[config.mk]
export PLATFORM = sky130hd
export DESIGN_NAME = sarrd_core
export DESIGN_NICKNAME = d
export VERILOG_FILES = /design/src/rtl/sarrd_pkg.sv /design/src/rtl/sarrd_fifo.sv /design/src/rtl/sarrd_core.sv
export SDC_FILE = /design/constraint.sdc
export NUM_CORES = 1
export LEC_CHECK = 0
export BUFFER_PORTS_ARGS = -buffer_cell sky130_fd_sc_hd__buf_2
export CORE_UTILIZATION = 50
export CTS_CLUSTER_SIZE = 28
export DETAILED_ROUTE_END_ITERATION = 12
export PLACE_DENSITY = 0.74
export SLEW_MARGIN = 20
export SYNTH_ARGS = -nofsm -noshare
export SYNTH_HDL_FRONTEND = slang
export SYNTH_SLANG_ARGS = --single-unit
[constraint.sdc]
create_clock -name clock -period 4.29 [get_ports clock]
set_input_delay 0.2145 -clock clock [delete_from_list [all_inputs] [get_ports clock]]
set_output_delay 0.2145 -clock clock [all_outputs]
set_load 0.02 [all_outputs]
[src/rtl/sarrd_pkg.sv]
// shared constants and carrier types for the converter readout block
package sarrd_pkg;
    localparam int unsigned CLOCK_HZ = 10_000_000;
    localparam int unsigned CLOCK_PERIOD_NS = 1_000_000_000 / CLOCK_HZ;
    // conversion time in ns and its cycle count, rounded down, at least one
    localparam int unsigned CONV_TIME_NS = 650;
    localparam int unsigned CONV_CYCLES_RAW = CONV_TIME_NS / CLOCK_PERIOD_NS;
    localparam int unsigned CONV_CYCLES = (CONV_CYCLES_RAW < 1) ? 1 : CONV_CYCLES_RAW;
    localparam int unsigned CONV_CNT_W = 4;
    // host-side least times, kept for reference only; the bench does not use them
    localparam int unsigned START_LOW_NS = 20;
    localparam int unsigned QUIET_BEFORE_NS = 50;
    localparam int unsigned QUIET_AFTER_NS = 40;
    // trim conversions after power-on
    localparam int unsigned TRIM_CONVS = 3;
    localparam int unsigned TRIM_CNT_W = 2;
    localparam int unsigned RESULT_W = 16;
    localparam int unsigned BYTE_W = 8;
    localparam int unsigned FIFO_DEPTH = 32;
    localparam logic [RESULT_W-1:0] LATCH_RESET = 16'h0000;
    localparam logic [BYTE_W-1:0] FILL_ONES = 8'hff;
    // one finished conversion: code plus trim-phase marker
    typedef struct packed {
        logic trimPhase;
        logic [RESULT_W-1:0] code;
    } sarrd_result_type;
    localparam int unsigned RESULT_BITS = RESULT_W + 1;
    typedef enum logic [1:0] {
        SAMPLE,
        CONVERT
    } sarrd_state_type;
endpackage : sarrd_pkg

[src/rtl/sarrd_fifo.sv]
// parameterised valid/ready FIFO
`timescale 1ns/1ns
module sarrd_fifo #(
    parameter int unsigned WIDTH = 17,
    parameter int unsigned DEPTH = 32
) (
    input wire logic clock,
    input wire logic sys_rst,
    input wire logic [WIDTH-1:0] inData,
    input wire logic inValid,
    output logic inReady,
    output logic [WIDTH-1:0] outData,
    output logic outValid,
    input wire logic outReady
);
    localparam int unsigned AW = $clog2(DEPTH);
    logic [WIDTH-1:0] mem [DEPTH];
    logic [AW-1:0] wrPtr_r;
    logic [AW-1:0] rdPtr_r;
    logic [AW:0] count_r;
    wire doWrite = inValid && inReady;
    wire doRead = outValid && outReady;
    assign inReady = (count_r != DEPTH[AW:0]);
    assign outValid = (count_r != '0);
    assign outData = mem[rdPtr_r];
    // storage has no reset; only pointers and count carry reset state
    always_ff @(posedge clock)
    begin
        if (doWrite)
        begin
            mem[wrPtr_r] <= inData;
        end
    end
    always_ff @(posedge clock)
    begin
        if (sys_rst)
        begin
            wrPtr_r <= '0;
            rdPtr_r <= '0;
            count_r <= '0;
        end
        else
        begin
            if (doWrite)
                wrPtr_r <= wrPtr_r + 1'b1;
            if (doRead)
                rdPtr_r <= rdPtr_r + 1'b1;
            if (doWrite && !doRead)
                count_r <= count_r + 1'b1;
            else if (doRead && !doWrite)
                count_r <= count_r - 1'b1;
        end
    end
endmodule : sarrd_fifo

[src/rtl/sarrd_core.sv]
// conversion control and parallel readout of the sampling converter
//
// Behaviour
// - falling conversion_start_n with select low switches sample to hold
// - busy rises after start falls, stays high, falls when done
// - conversion timed internally, about 650 ns, no host clock
// - sampling restarts at busy fall, whatever the select level
// - output_bus driven only when select and read both low
// - result codes are two's complement style, midscale zero
// - half-word select low: full 16-bit result, msb on top lane
// - half-word select high: low byte on upper lanes, ones below
// - reads work with toggled or continuously low read strobe
// - first three conversions after power-up load trim, invalid
// - start fall with select low during conversion resets device
// - select fall during conversion resets device
// - reset clears output latch, drops busy, sampling restarts
`timescale 1ns/1ns
module sarrd_core (
    input wire logic clock,
    input wire logic sys_rst,
    input wire logic conversion_start_n,
    input wire logic chipSelect_n,
    input wire logic readStrobe_n,
    input wire logic halfWordSel,
    input wire logic [sarrd_pkg::RESULT_W-1:0] analogCode,
    output logic busy,
    output logic holding,
    output logic [sarrd_pkg::RESULT_W-1:0] output_bus_o,
    output logic [sarrd_pkg::RESULT_W-1:0] output_bus_oe,
    output logic resultTrim,
    output logic [sarrd_pkg::RESULT_W-1:0] streamCode,
    output logic streamTrim,
    output logic streamValid,
    input wire logic streamReady,
    output logic selfReset
);
    // previous input levels for edge detection
    logic startPrev_r;
    logic selPrev_r;
    sarrd_pkg::sarrd_state_type state_r;
    sarrd_pkg::sarrd_state_type state_nxt;
    logic [sarrd_pkg::CONV_CNT_W-1:0] convCnt_r;
    logic [sarrd_pkg::CONV_CNT_W-1:0] convCnt_nxt;
    logic [sarrd_pkg::RESULT_W-1:0] heldCode_r;
    logic [sarrd_pkg::RESULT_W-1:0] result_bits_r;
    logic resultTrim_r;
    logic [sarrd_pkg::TRIM_CNT_W-1:0] trimCnt_r;
    logic busy_r;
    logic holding_r;
    logic selfReset_r;
    logic [sarrd_pkg::RESULT_W-1:0] busO_r;
    logic [sarrd_pkg::RESULT_W-1:0] busOe_r;
    sarrd_pkg::sarrd_result_type fifoIn;
    sarrd_pkg::sarrd_result_type fifoOut;
    logic fifoInReady;
    logic fifoOutValid;

    // edge decode of the host strobes
    wire startFall = startPrev_r && !conversion_start_n;
    wire selFall = selPrev_r && !chipSelect_n;
    wire converting = (state_r == sarrd_pkg::CONVERT);
    wire convStart = startFall && !chipSelect_n && !converting;
    wire abortStart = startFall && !chipSelect_n && converting;
    wire abortSel = selFall && converting;
    wire abortAny = abortStart || abortSel;
    wire convLast = converting && (convCnt_r == 
        sarrd_pkg::CONV_CNT_W'(sarrd_pkg::CONV_CYCLES - 1));
    // a full FIFO stalls completion so no finished result is ever dropped
    wire convDone = convLast && fifoInReady && !abortAny;
    wire inTrim = (trimCnt_r != sarrd_pkg::TRIM_CNT_W'(sarrd_pkg::TRIM_CONVS));

    // readout lane selection
    wire readEnable = !chipSelect_n && !readStrobe_n;
    wire [sarrd_pkg::BYTE_W-1:0] hiByte = result_bits_r[15:8];
    wire [sarrd_pkg::BYTE_W-1:0] loByte = result_bits_r[7:0];
    wire [sarrd_pkg::RESULT_W-1:0] laneData = halfWordSel ?
        {loByte, sarrd_pkg::FILL_ONES} :
        {hiByte, loByte};
    wire [sarrd_pkg::RESULT_W-1:0] laneOe = readEnable ? 16'hffff : 16'h0000;

    // conversion sequencer; internal clock counts the 650 ns window rounded down to 6 cycles
    always_comb
    begin
        state_nxt = state_r;
        convCnt_nxt = convCnt_r;
        unique case (state_r)
            sarrd_pkg::SAMPLE:
            begin
                if (convStart)
                begin
                    state_nxt = sarrd_pkg::CONVERT;
                    convCnt_nxt = '0;
                end
            end
            sarrd_pkg::CONVERT:
            begin
                if (abortAny || convDone)
                    state_nxt = sarrd_pkg::SAMPLE;
                else if (!convLast)
                    convCnt_nxt = convCnt_r + 1'b1;
            end
            default:
            begin
                state_nxt = sarrd_pkg::SAMPLE;
            end
        endcase
    end

    always_ff @(posedge clock)
    begin
        if (sys_rst)
        begin
            state_r <= sarrd_pkg::SAMPLE;
            convCnt_r <= '0;
            startPrev_r <= 1'b1;
            selPrev_r <= 1'b1;
        end
        else
        begin
            state_r <= state_nxt;
            convCnt_r <= convCnt_nxt;
            startPrev_r <= conversion_start_n;
            selPrev_r <= chipSelect_n;
        end
    end

    // sample/hold: input captured at the start edge, held until busy drops
    always_ff @(posedge clock)
    begin
        if (sys_rst)
        begin
            heldCode_r <= '0;
            holding_r <= 1'b0;
        end
        else
        begin
            if (convStart)
                heldCode_r <= analogCode;
            holding_r <= (state_nxt == sarrd_pkg::CONVERT);
        end
    end

    // output latch and trim counter
    always_ff @(posedge clock)
    begin
        if (sys_rst)
        begin
            result_bits_r <= sarrd_pkg::LATCH_RESET;
            resultTrim_r <= 1'b1;
            trimCnt_r <= '0;
        end
        else if (abortAny)
        begin
            result_bits_r <= sarrd_pkg::LATCH_RESET;
        end
        else if (convDone)
        begin
            result_bits_r <= heldCode_r;
            resultTrim_r <= inTrim;
            if (inTrim)
                trimCnt_r <= trimCnt_r + 1'b1;
        end
    end

    // registered pins: busy, bus drive and self-reset pulse
    always_ff @(posedge clock)
    begin
        if (sys_rst)
        begin
            busy_r <= 1'b0;
            busO_r <= '0;
            busOe_r <= '0;
            selfReset_r <= 1'b0;
        end
        else
        begin
            busy_r <= (state_nxt == sarrd_pkg::CONVERT);
            busO_r <= laneData;
            busOe_r <= laneOe;
            selfReset_r <= abortAny;
        end
    end

    assign fifoIn.trimPhase = inTrim;
    assign fifoIn.code = heldCode_r;

    // every completed result also leaves as a stream with back-pressure
    sarrd_fifo #(
        .WIDTH(sarrd_pkg::RESULT_BITS),
        .DEPTH(sarrd_pkg::FIFO_DEPTH)
    ) resultFifo (
        .clock(clock),
        .sys_rst(sys_rst),
        .inData(fifoIn),
        .inValid(convDone),
        .inReady(fifoInReady),
        .outData(fifoOut),
        .outValid(fifoOutValid),
        .outReady(streamReady)
    );

    assign busy = busy_r;
    assign holding = holding_r;
    assign output_bus_o = busO_r;
    assign output_bus_oe = busOe_r;
    assign resultTrim = resultTrim_r;
    assign selfReset = selfReset_r;
    assign streamCode = fifoOut.code;
    assign streamTrim = fifoOut.trimPhase;
    assign streamValid = fifoOutValid;

    // busy must rise on the edge after a valid start
    busy_rise_a: assert property (@(posedge clock) disable iff (sys_rst)
        convStart |=> busy)
        else $error("busy did not rise after start");

    // a started conversion is over once the counted window has passed, unless aborted or held by a full FIFO
    conv_length_a: assert property (@(posedge clock) disable iff (sys_rst)
        (convStart && fifoInReady) ##1 (!abortAny && fifoInReady) [*6]
        |=> !busy || abortAny)
        else $error("conversion length wrong");

    // start fall while converting drops busy
    start_abort_a: assert property (@(posedge clock) disable iff (sys_rst)
        abortStart |=> !busy && result_bits_r == 16'h0000)
        else $error("start abort did not reset");

    // select fall while converting drops busy and clears latch
    sel_abort_a: assert property (@(posedge clock) disable iff (sys_rst)
        abortSel |=> !busy && selfReset && result_bits_r == 16'h0000)
        else $error("select abort did not reset");

    // bus is driven only while selected and read
    bus_drive_a: assert property (@(posedge clock) disable iff (sys_rst)
        output_bus_oe != 16'h0000 |-> $past(readEnable))
        else $error("bus driven without select and read");

    // byte mode puts low byte on top lanes and ones below
    byte_lane_a: assert property (@(posedge clock) disable iff (sys_rst)
        (halfWordSel && !abortAny && !convDone) |=>
        output_bus_o == {$past(result_bits_r[7:0]), 8'hff})
        else $error("byte mode lanes wrong");

    // word mode gives the full latch
    word_lane_a: assert property (@(posedge clock) disable iff (sys_rst)
        !halfWordSel |=> output_bus_o == $past(result_bits_r))
        else $error("word mode lanes wrong");

    // latch is stable when nothing completes or aborts
    latch_hold_a: assert property (@(posedge clock) disable iff (sys_rst)
        (!convDone && !abortAny) |=> $stable(result_bits_r))
        else $error("latch changed without cause");

    // trim flag clears only after three conversions
    trim_count_a: assert property (@(posedge clock) disable iff (sys_rst)
        !resultTrim |-> trimCnt_r == 2'd3)
        else $error("trim flag cleared early");
endmodule : sarrd_core

== Word level (Yosys, flattened, before mapping) ==
Memory sizes are Yosys's and may differ from the RTL's. A register that Yosys moved wholly into a read port is not among the register bits.
Index checks and enable logic that the tools add are counted.
Storage, ports and cells
  register bits after elaboration: 93
  RAM bits: 544
  bits of input ports: 23
  word-level logic and storage cells: 77
  memories kept: 1
Memory list
  resultFifo.mem: depth 32, bits a word 17, read ports 1, clocked after memory_dff 1, write ports 1, RTL line sarrd_fifo.sv:17  | logic [WIDTH-1:0] mem [DEPTH];
Operators by class
  $add $sub $neg: 6
  equality and inequality tests: 8
  mux-type cells: 15
  bitwise gates (word level): 1
  reduce and logical (&&, ||, !) cells: 31
Operators by type and width (number)
  16-bit 2-to-1 mux: 2
  1-bit logical AND: 14
  4-bit 2-to-1 mux: 3
  6-bit 2-to-1 mux: 2
  5-bit by 1-bit adder with 5-bit output, second input constant: 2
  5-bit 2-to-1 mux: 2
  2-bit inequality test, second input constant: 4
  4-bit one-hot mux with 2 select lines: 1
  1-bit zero test: 7
  6-bit by 1-bit adder with 6-bit output, second input constant: 1
  6-bit inequality test, second input constant: 1
  6-bit nonzero test: 1
  6-bit by 1-bit subtractor with 6-bit output, second input constant: 1
  4-bit by 1-bit adder with 4-bit output, second input constant: 1
  2-bit by 1-bit equality test with 1-bit output, second input constant: 2
  4-bit by 3-bit equality test with 1-bit output, second input constant: 1
  2-bit 2-to-1 mux: 2
  2-bit one-hot mux with 2 select lines: 1
  4-bit AND reduction: 1
  2-bit nonzero test: 2
  3-bit AND reduction: 1
  2-bit by 1-bit adder with 2-bit output, second input constant: 1
  2-bit zero test: 1
  1-bit logical OR: 2
  4 further kinds: 5

== Longest topological paths before layout ==
  depth after elaboration: 12
  gate-level depth with buffers: 14

== Modules after synthesis ==
A second synthesis with hierarchy kept.
Second synthesis, totals
  cell total of the unflattened synthesis: 1413
  area total of the unflattened synthesis: 24424.7 um^2
By module, submodules not included
  sarrd_fifo: instances 1, cells an instance 1135, area an instance 21909.8 um^2, seq. area each 16756.1 um^2
  sarrd_core: instances 1, cells an instance 278, area an instance 2514.9 um^2, seq. area each 1241.2 um^2

== Worst setup path before layout ==
OpenSTA, ideal clock, no wires.
  kind: register to register
  from: register resultFifo.count_r[0]
  to: register resultFifo.count_r[5]
  setup time: 0.121 ns
  arrival time: 3.058 ns
  slack: 1.112 ns
  stages on the path, launching flop included: 14
  path buffers: 2
  clock period less this slack: 3.178 ns
  cell sequence: dfxtp_1 > or4_4 > buf_6 > o311a_4 > nand2_4 > inv_2 > buf_6 > ha_1 > inv_1 > ha_1 > a211o_1 > a21oi_1 > nand4b_1 > mux2_2
Between the ends
  word-level cells in the longest chain between the ends: 7
Ends and longest elaborated chain
  start, declared: RTL line sarrd_fifo.sv:20  | logic [AW:0] count_r;
  start signal, assigned: RTL line sarrd_fifo.sv:49  | count_r <= count_r + 1'b1;
  start signal, assigned: RTL line sarrd_fifo.sv:51  | count_r <= count_r - 1'b1;
  6-bit inequality test *: RTL line sarrd_fifo.sv:23  | assign inReady = (count_r != DEPTH[AW:0]);
  1-bit logical AND (2 in series): RTL line sarrd_core.sv:69  | wire convDone = convLast && fifoInReady && !abortAny;
  1-bit logical AND *: RTL line sarrd_fifo.sv:21  | wire doWrite = inValid && inReady;
  named net resultFifo.doWrite: RTL line sarrd_fifo.sv:21
  1-bit zero test: RTL line sarrd_fifo.sv:50  | else if (doRead && !doWrite)
  1-bit logical AND: RTL line sarrd_fifo.sv:50
  2-bit nonzero test (no line)
Mark *: on every way through the listed nets, which the timed path passes. The rest lies on a longest branch. The select of a mux whose other input is x is not followed.
A chain may end at the register's enable or synchronous reset.

==> summary.txt <==
Floorplan
  • Die area: 49,300 µm²
  • Initial Utilization: 0.507
  • Die H: 222 µm
  • Site Rows: 80
  • Core Region: 47,700 µm²
  • Top Ports: 77
  • Die W: 222 µm

Setup path
  • Reg2Reg Depth: 11
  • Startpoint types: flip-flop
  • RR Endpoint: resultFifo.count_r[5]
  • Worst EP arrival: 3.34 ns
  • CP endpoint kind: output port
  • Reg-to-Reg Start: state_r[1]
  • CP Max Fanout: 34
  • Crit path required time: 4.08 ns
  • Setup CP Type: flip-flop to output port
  • R2R setup slack: 0.83 ns

Clocking
  • CTS Sinks: 627
  • # H-tree levels: 2
  • Clk slew on worst S/H paths: 0.06 ns
  • Root buf cell: clkbuf_16
  • # resized after CTS: 0
  • Num CTS Buffers: 60
  • Max Root-Sink Buffers: 3
  • Worst-Skew Late Latency: 0.63 ns
  • TritonCTS clock tree: yes

Detailed routing
  • Average wire per standard cell: 24.8 µm
  • Total wire length: 53.7 mm
  • Via Count: 13,014
  • Residual DRC: 0
  • Vias per cell: 6.01
  • Routed Antenna Nets: 0
  • TritonRoute pass-1 iters: 8
  • DR iter-0 viols: 1,370

Synth
  • Cell variety after synth: 59
  • #FFs+latches synth: 627
  • Async SR Flop Fraction: 0
  • Synth area leaders: edfxtp_1, dfxtp_1, mux4_2, mux2i_1, a22oi_1
  • Post-synth EDFFs: 544
  • Synthesized Nets: 1,410
  • Yosys warns: 0
  • Main synth FF type: edfxtp_1
  • Synth area leader: edfxtp_1
  • Mapped Cells: 1,373
  • Synth Cell Area: 24,200 µm²
  • Sequential-to-total area share from yosys stat: 0.743
  • Top cell type's share of synthesized area: 0.674
  • Syn_area_per_cell: 17.6 µm²

Timing
  • RSZ-0062 raised after global routing: false
  • Slew @ Worst Pin: 1.05 ns
  • Fmax: 0.281 GHz
  • Hold Vio Cnt, Final: 0
  • Setup TNS Final: 0 ns
  • Minimum clock period: 3.55 ns
  • Slew Viols, Final: 0
  • Rel. slew slack: 0.301
  • Setup violations, final: 0
  • Clock skew: 0.0234 ns
  • Fin crit share: 0.828

Final layout
  • N_diodes: 0
  • Most frequent cells in the layout: edfxtp_1, mux2i_1, a22oi_1
  • Filler instances: 3,486
  • Final-stage net count: 1,537
  • Layout area overhead: 14.1%
  • Share of cells above drive strength 1: 0.216
  • Commonest non-fill, non-tap cell in the layout: edfxtp_1

Power
  • Combinational power share: 0.094
  • Pwr Density: 482 nW/µm²
  • Switching share of power: 0.233
  • Net Sw Power: 3.10 mW
  • Leakage Power: 8.20 nW
  • Peak supply drop: 334 µV
  • Pint: 10.2 mW
  • Clock power share: 0.400
  • Part of the power in registers: 0.506
  • Power Total: 13.3 mW

Hold path
  • Hold path endpoint: resultFifo.rdPtr_r[0]
  • Hold_sp: streamReady
  • Hold crit path type: primary input to flip-flop
  • Hold Crit Depth: 4

Global routing
  • First-pass GRT wire length: 80.5 mm
  • Largest net degree at the start of global routing: 99
  • Remaining global-route overflow: 0
  • Initial antenna violation count: 0
  • GRT Total Usage: 0.220
  • Vias in the first global route: 13,143

Flow run
  • Max-Cap Viols: 0

Run status
  • Status: finished, final reports clean

Place
  • DP HPWL: 31.1 mm
  • # port buffers: 76
  • RD Place Congestion: 0.854
==> worst max-delay path, cell delays in order (launching register included) <==
cell and delay, ns:
dfxtp_4 0.80, buf_4 0.36, mux4_2 0.53, a22oi_1 0.60, nand4_1 0.19, buf_2 0.22
==> state kept, by name, indices dropped and copies added, names as in the netlist, named ones only <==
register and count:
resultFifo.mem 544, heldCode_r 16, output_bus_o 16, result_bits_r 16, resultFifo.count_r 6, resultFifo.rdPtr_r 5, resultFifo.wrPtr_r 5, convCnt_r 4
state_r 2, trimCnt_r 2, busy 1, output_bus_oe 1, resultTrim 1, selPrev_r 1, selfReset 1, startPrev_r 1
==> synthesized netlist by cell type (3+ instances only) <==
library cell and number:
o221a_2 7, nor2_1 79, clkbuf_1 46, a22oi_1 102, mux4_2 68, xor2_1 6, inv_1 7, mux2i_1 146
ha_1 13, buf_1 8, o31ai_1 8, nand4_1 19, a21oi_1 30, buf_4 18, a211o_1 3, nand3b_1 6
nand3_1 43, nor3_1 6, nand2_1 37, buf_2 23, or3_1 3, dfxtp_1 83, edfxtp_1 544, o221a_1 9
o21ai_0 4, nor2b_1 8, or4_1 3
==> layout make-up <==
| class | count | area, µm² | area share |
|---|---|---|---|
| inverters | 8 | 30.0 | 0.00109 |
| multi-input cells | 641 | 5740 | 0.208 |
| well taps | 615 | 769 | 0.0278 |
| flip-flops and latches | 627 | 18000 | 0.651 |
| clock buffers | 71 | 1560 | 0.0566 |
| clock inverters | 42 | 438 | 0.0158 |
| repair buffers | 162 | 1100 | 0.0399 |
==> worst max path at each step <==
stage	from	endpoint	slack (ns)	cells after the start
floorplan	resultFifo.count_r[0]	resultFifo.count_r[5]	1.11	13
global placement	resultFifo.count_r[0]	resultFifo.count_r[5]	1.0	9
detailed placement	resultFifo.count_r[0]	resultFifo.count_r[5]	0.91	11
CTS	flip-flop	streamCode[15]	0.69	5
global route	flip-flop	streamTrim	0.56	5
finish	flip-flop	streamTrim	0.74	5
==> stage by stage <==
step / setup slack (ns) / utilization / hold WS (ns) / instances / cell area, µm²
global placement: 0.995 / 0.533 / 0.372 / 2032 / 25400
CTS: 0.694 / 0.579 / 0.0470 / 2166 / 27700
floorplan: 1.11 / - / 0.286 / 1373 / 24200
global route: 0.561 / 0.579 / 0.0844 / 2166 / 27700
detailed placement: 0.907 / 0.533 / 0.380 / 2032 / 25400
finish: 0.736 / 0.579 / 0.0869 / 2166 / 27700
==> per-layer routing <==
layer	GRT usage	vias up	routed length [µm]
li1	-	5724	-
met1	0.306	6661	22300
met2	0.351	541	25800
met3	0.0441	88	4120
met4	0.0699	0	1370
met5	0	-	0
==> power by group through the flow <==
stage / Clock, mW / Combinational, mW / Sequential [mW]
global placement: 0 / 1.20 / 6.88
detailed placement: 0 / 1.23 / 6.88
floorplan: 0 / 0.871 / 6.84
CTS: 5.41 / 1.25 / 6.75
finish: 5.34 / 1.25 / 6.75
global route: 5.63 / 1.33 / 6.76
==> kinds of logic after synthesis <==
kind of cell | Yosys count | share of synthesized area
AND/OR/NAND/NOR | 226 | 0.0459
XOR/XNOR | 7 | 0.00253
adder cells (fa/ha/maj) | 14 | 0.00754
AO/OA/AOI/OAI | 176 | 0.0552
flip-flops | 627 | 0.743
multiplexers | 217 | 0.125
buffers and inverters | 105 | 0.0209
other | 1 | 0.000155
==> timing repair <==
item,CTS,global route
setup buffers,0,0
hold buffers,21,0
endpoints found under the hold margin,21,0
Power figures use the tool's default switching activity.
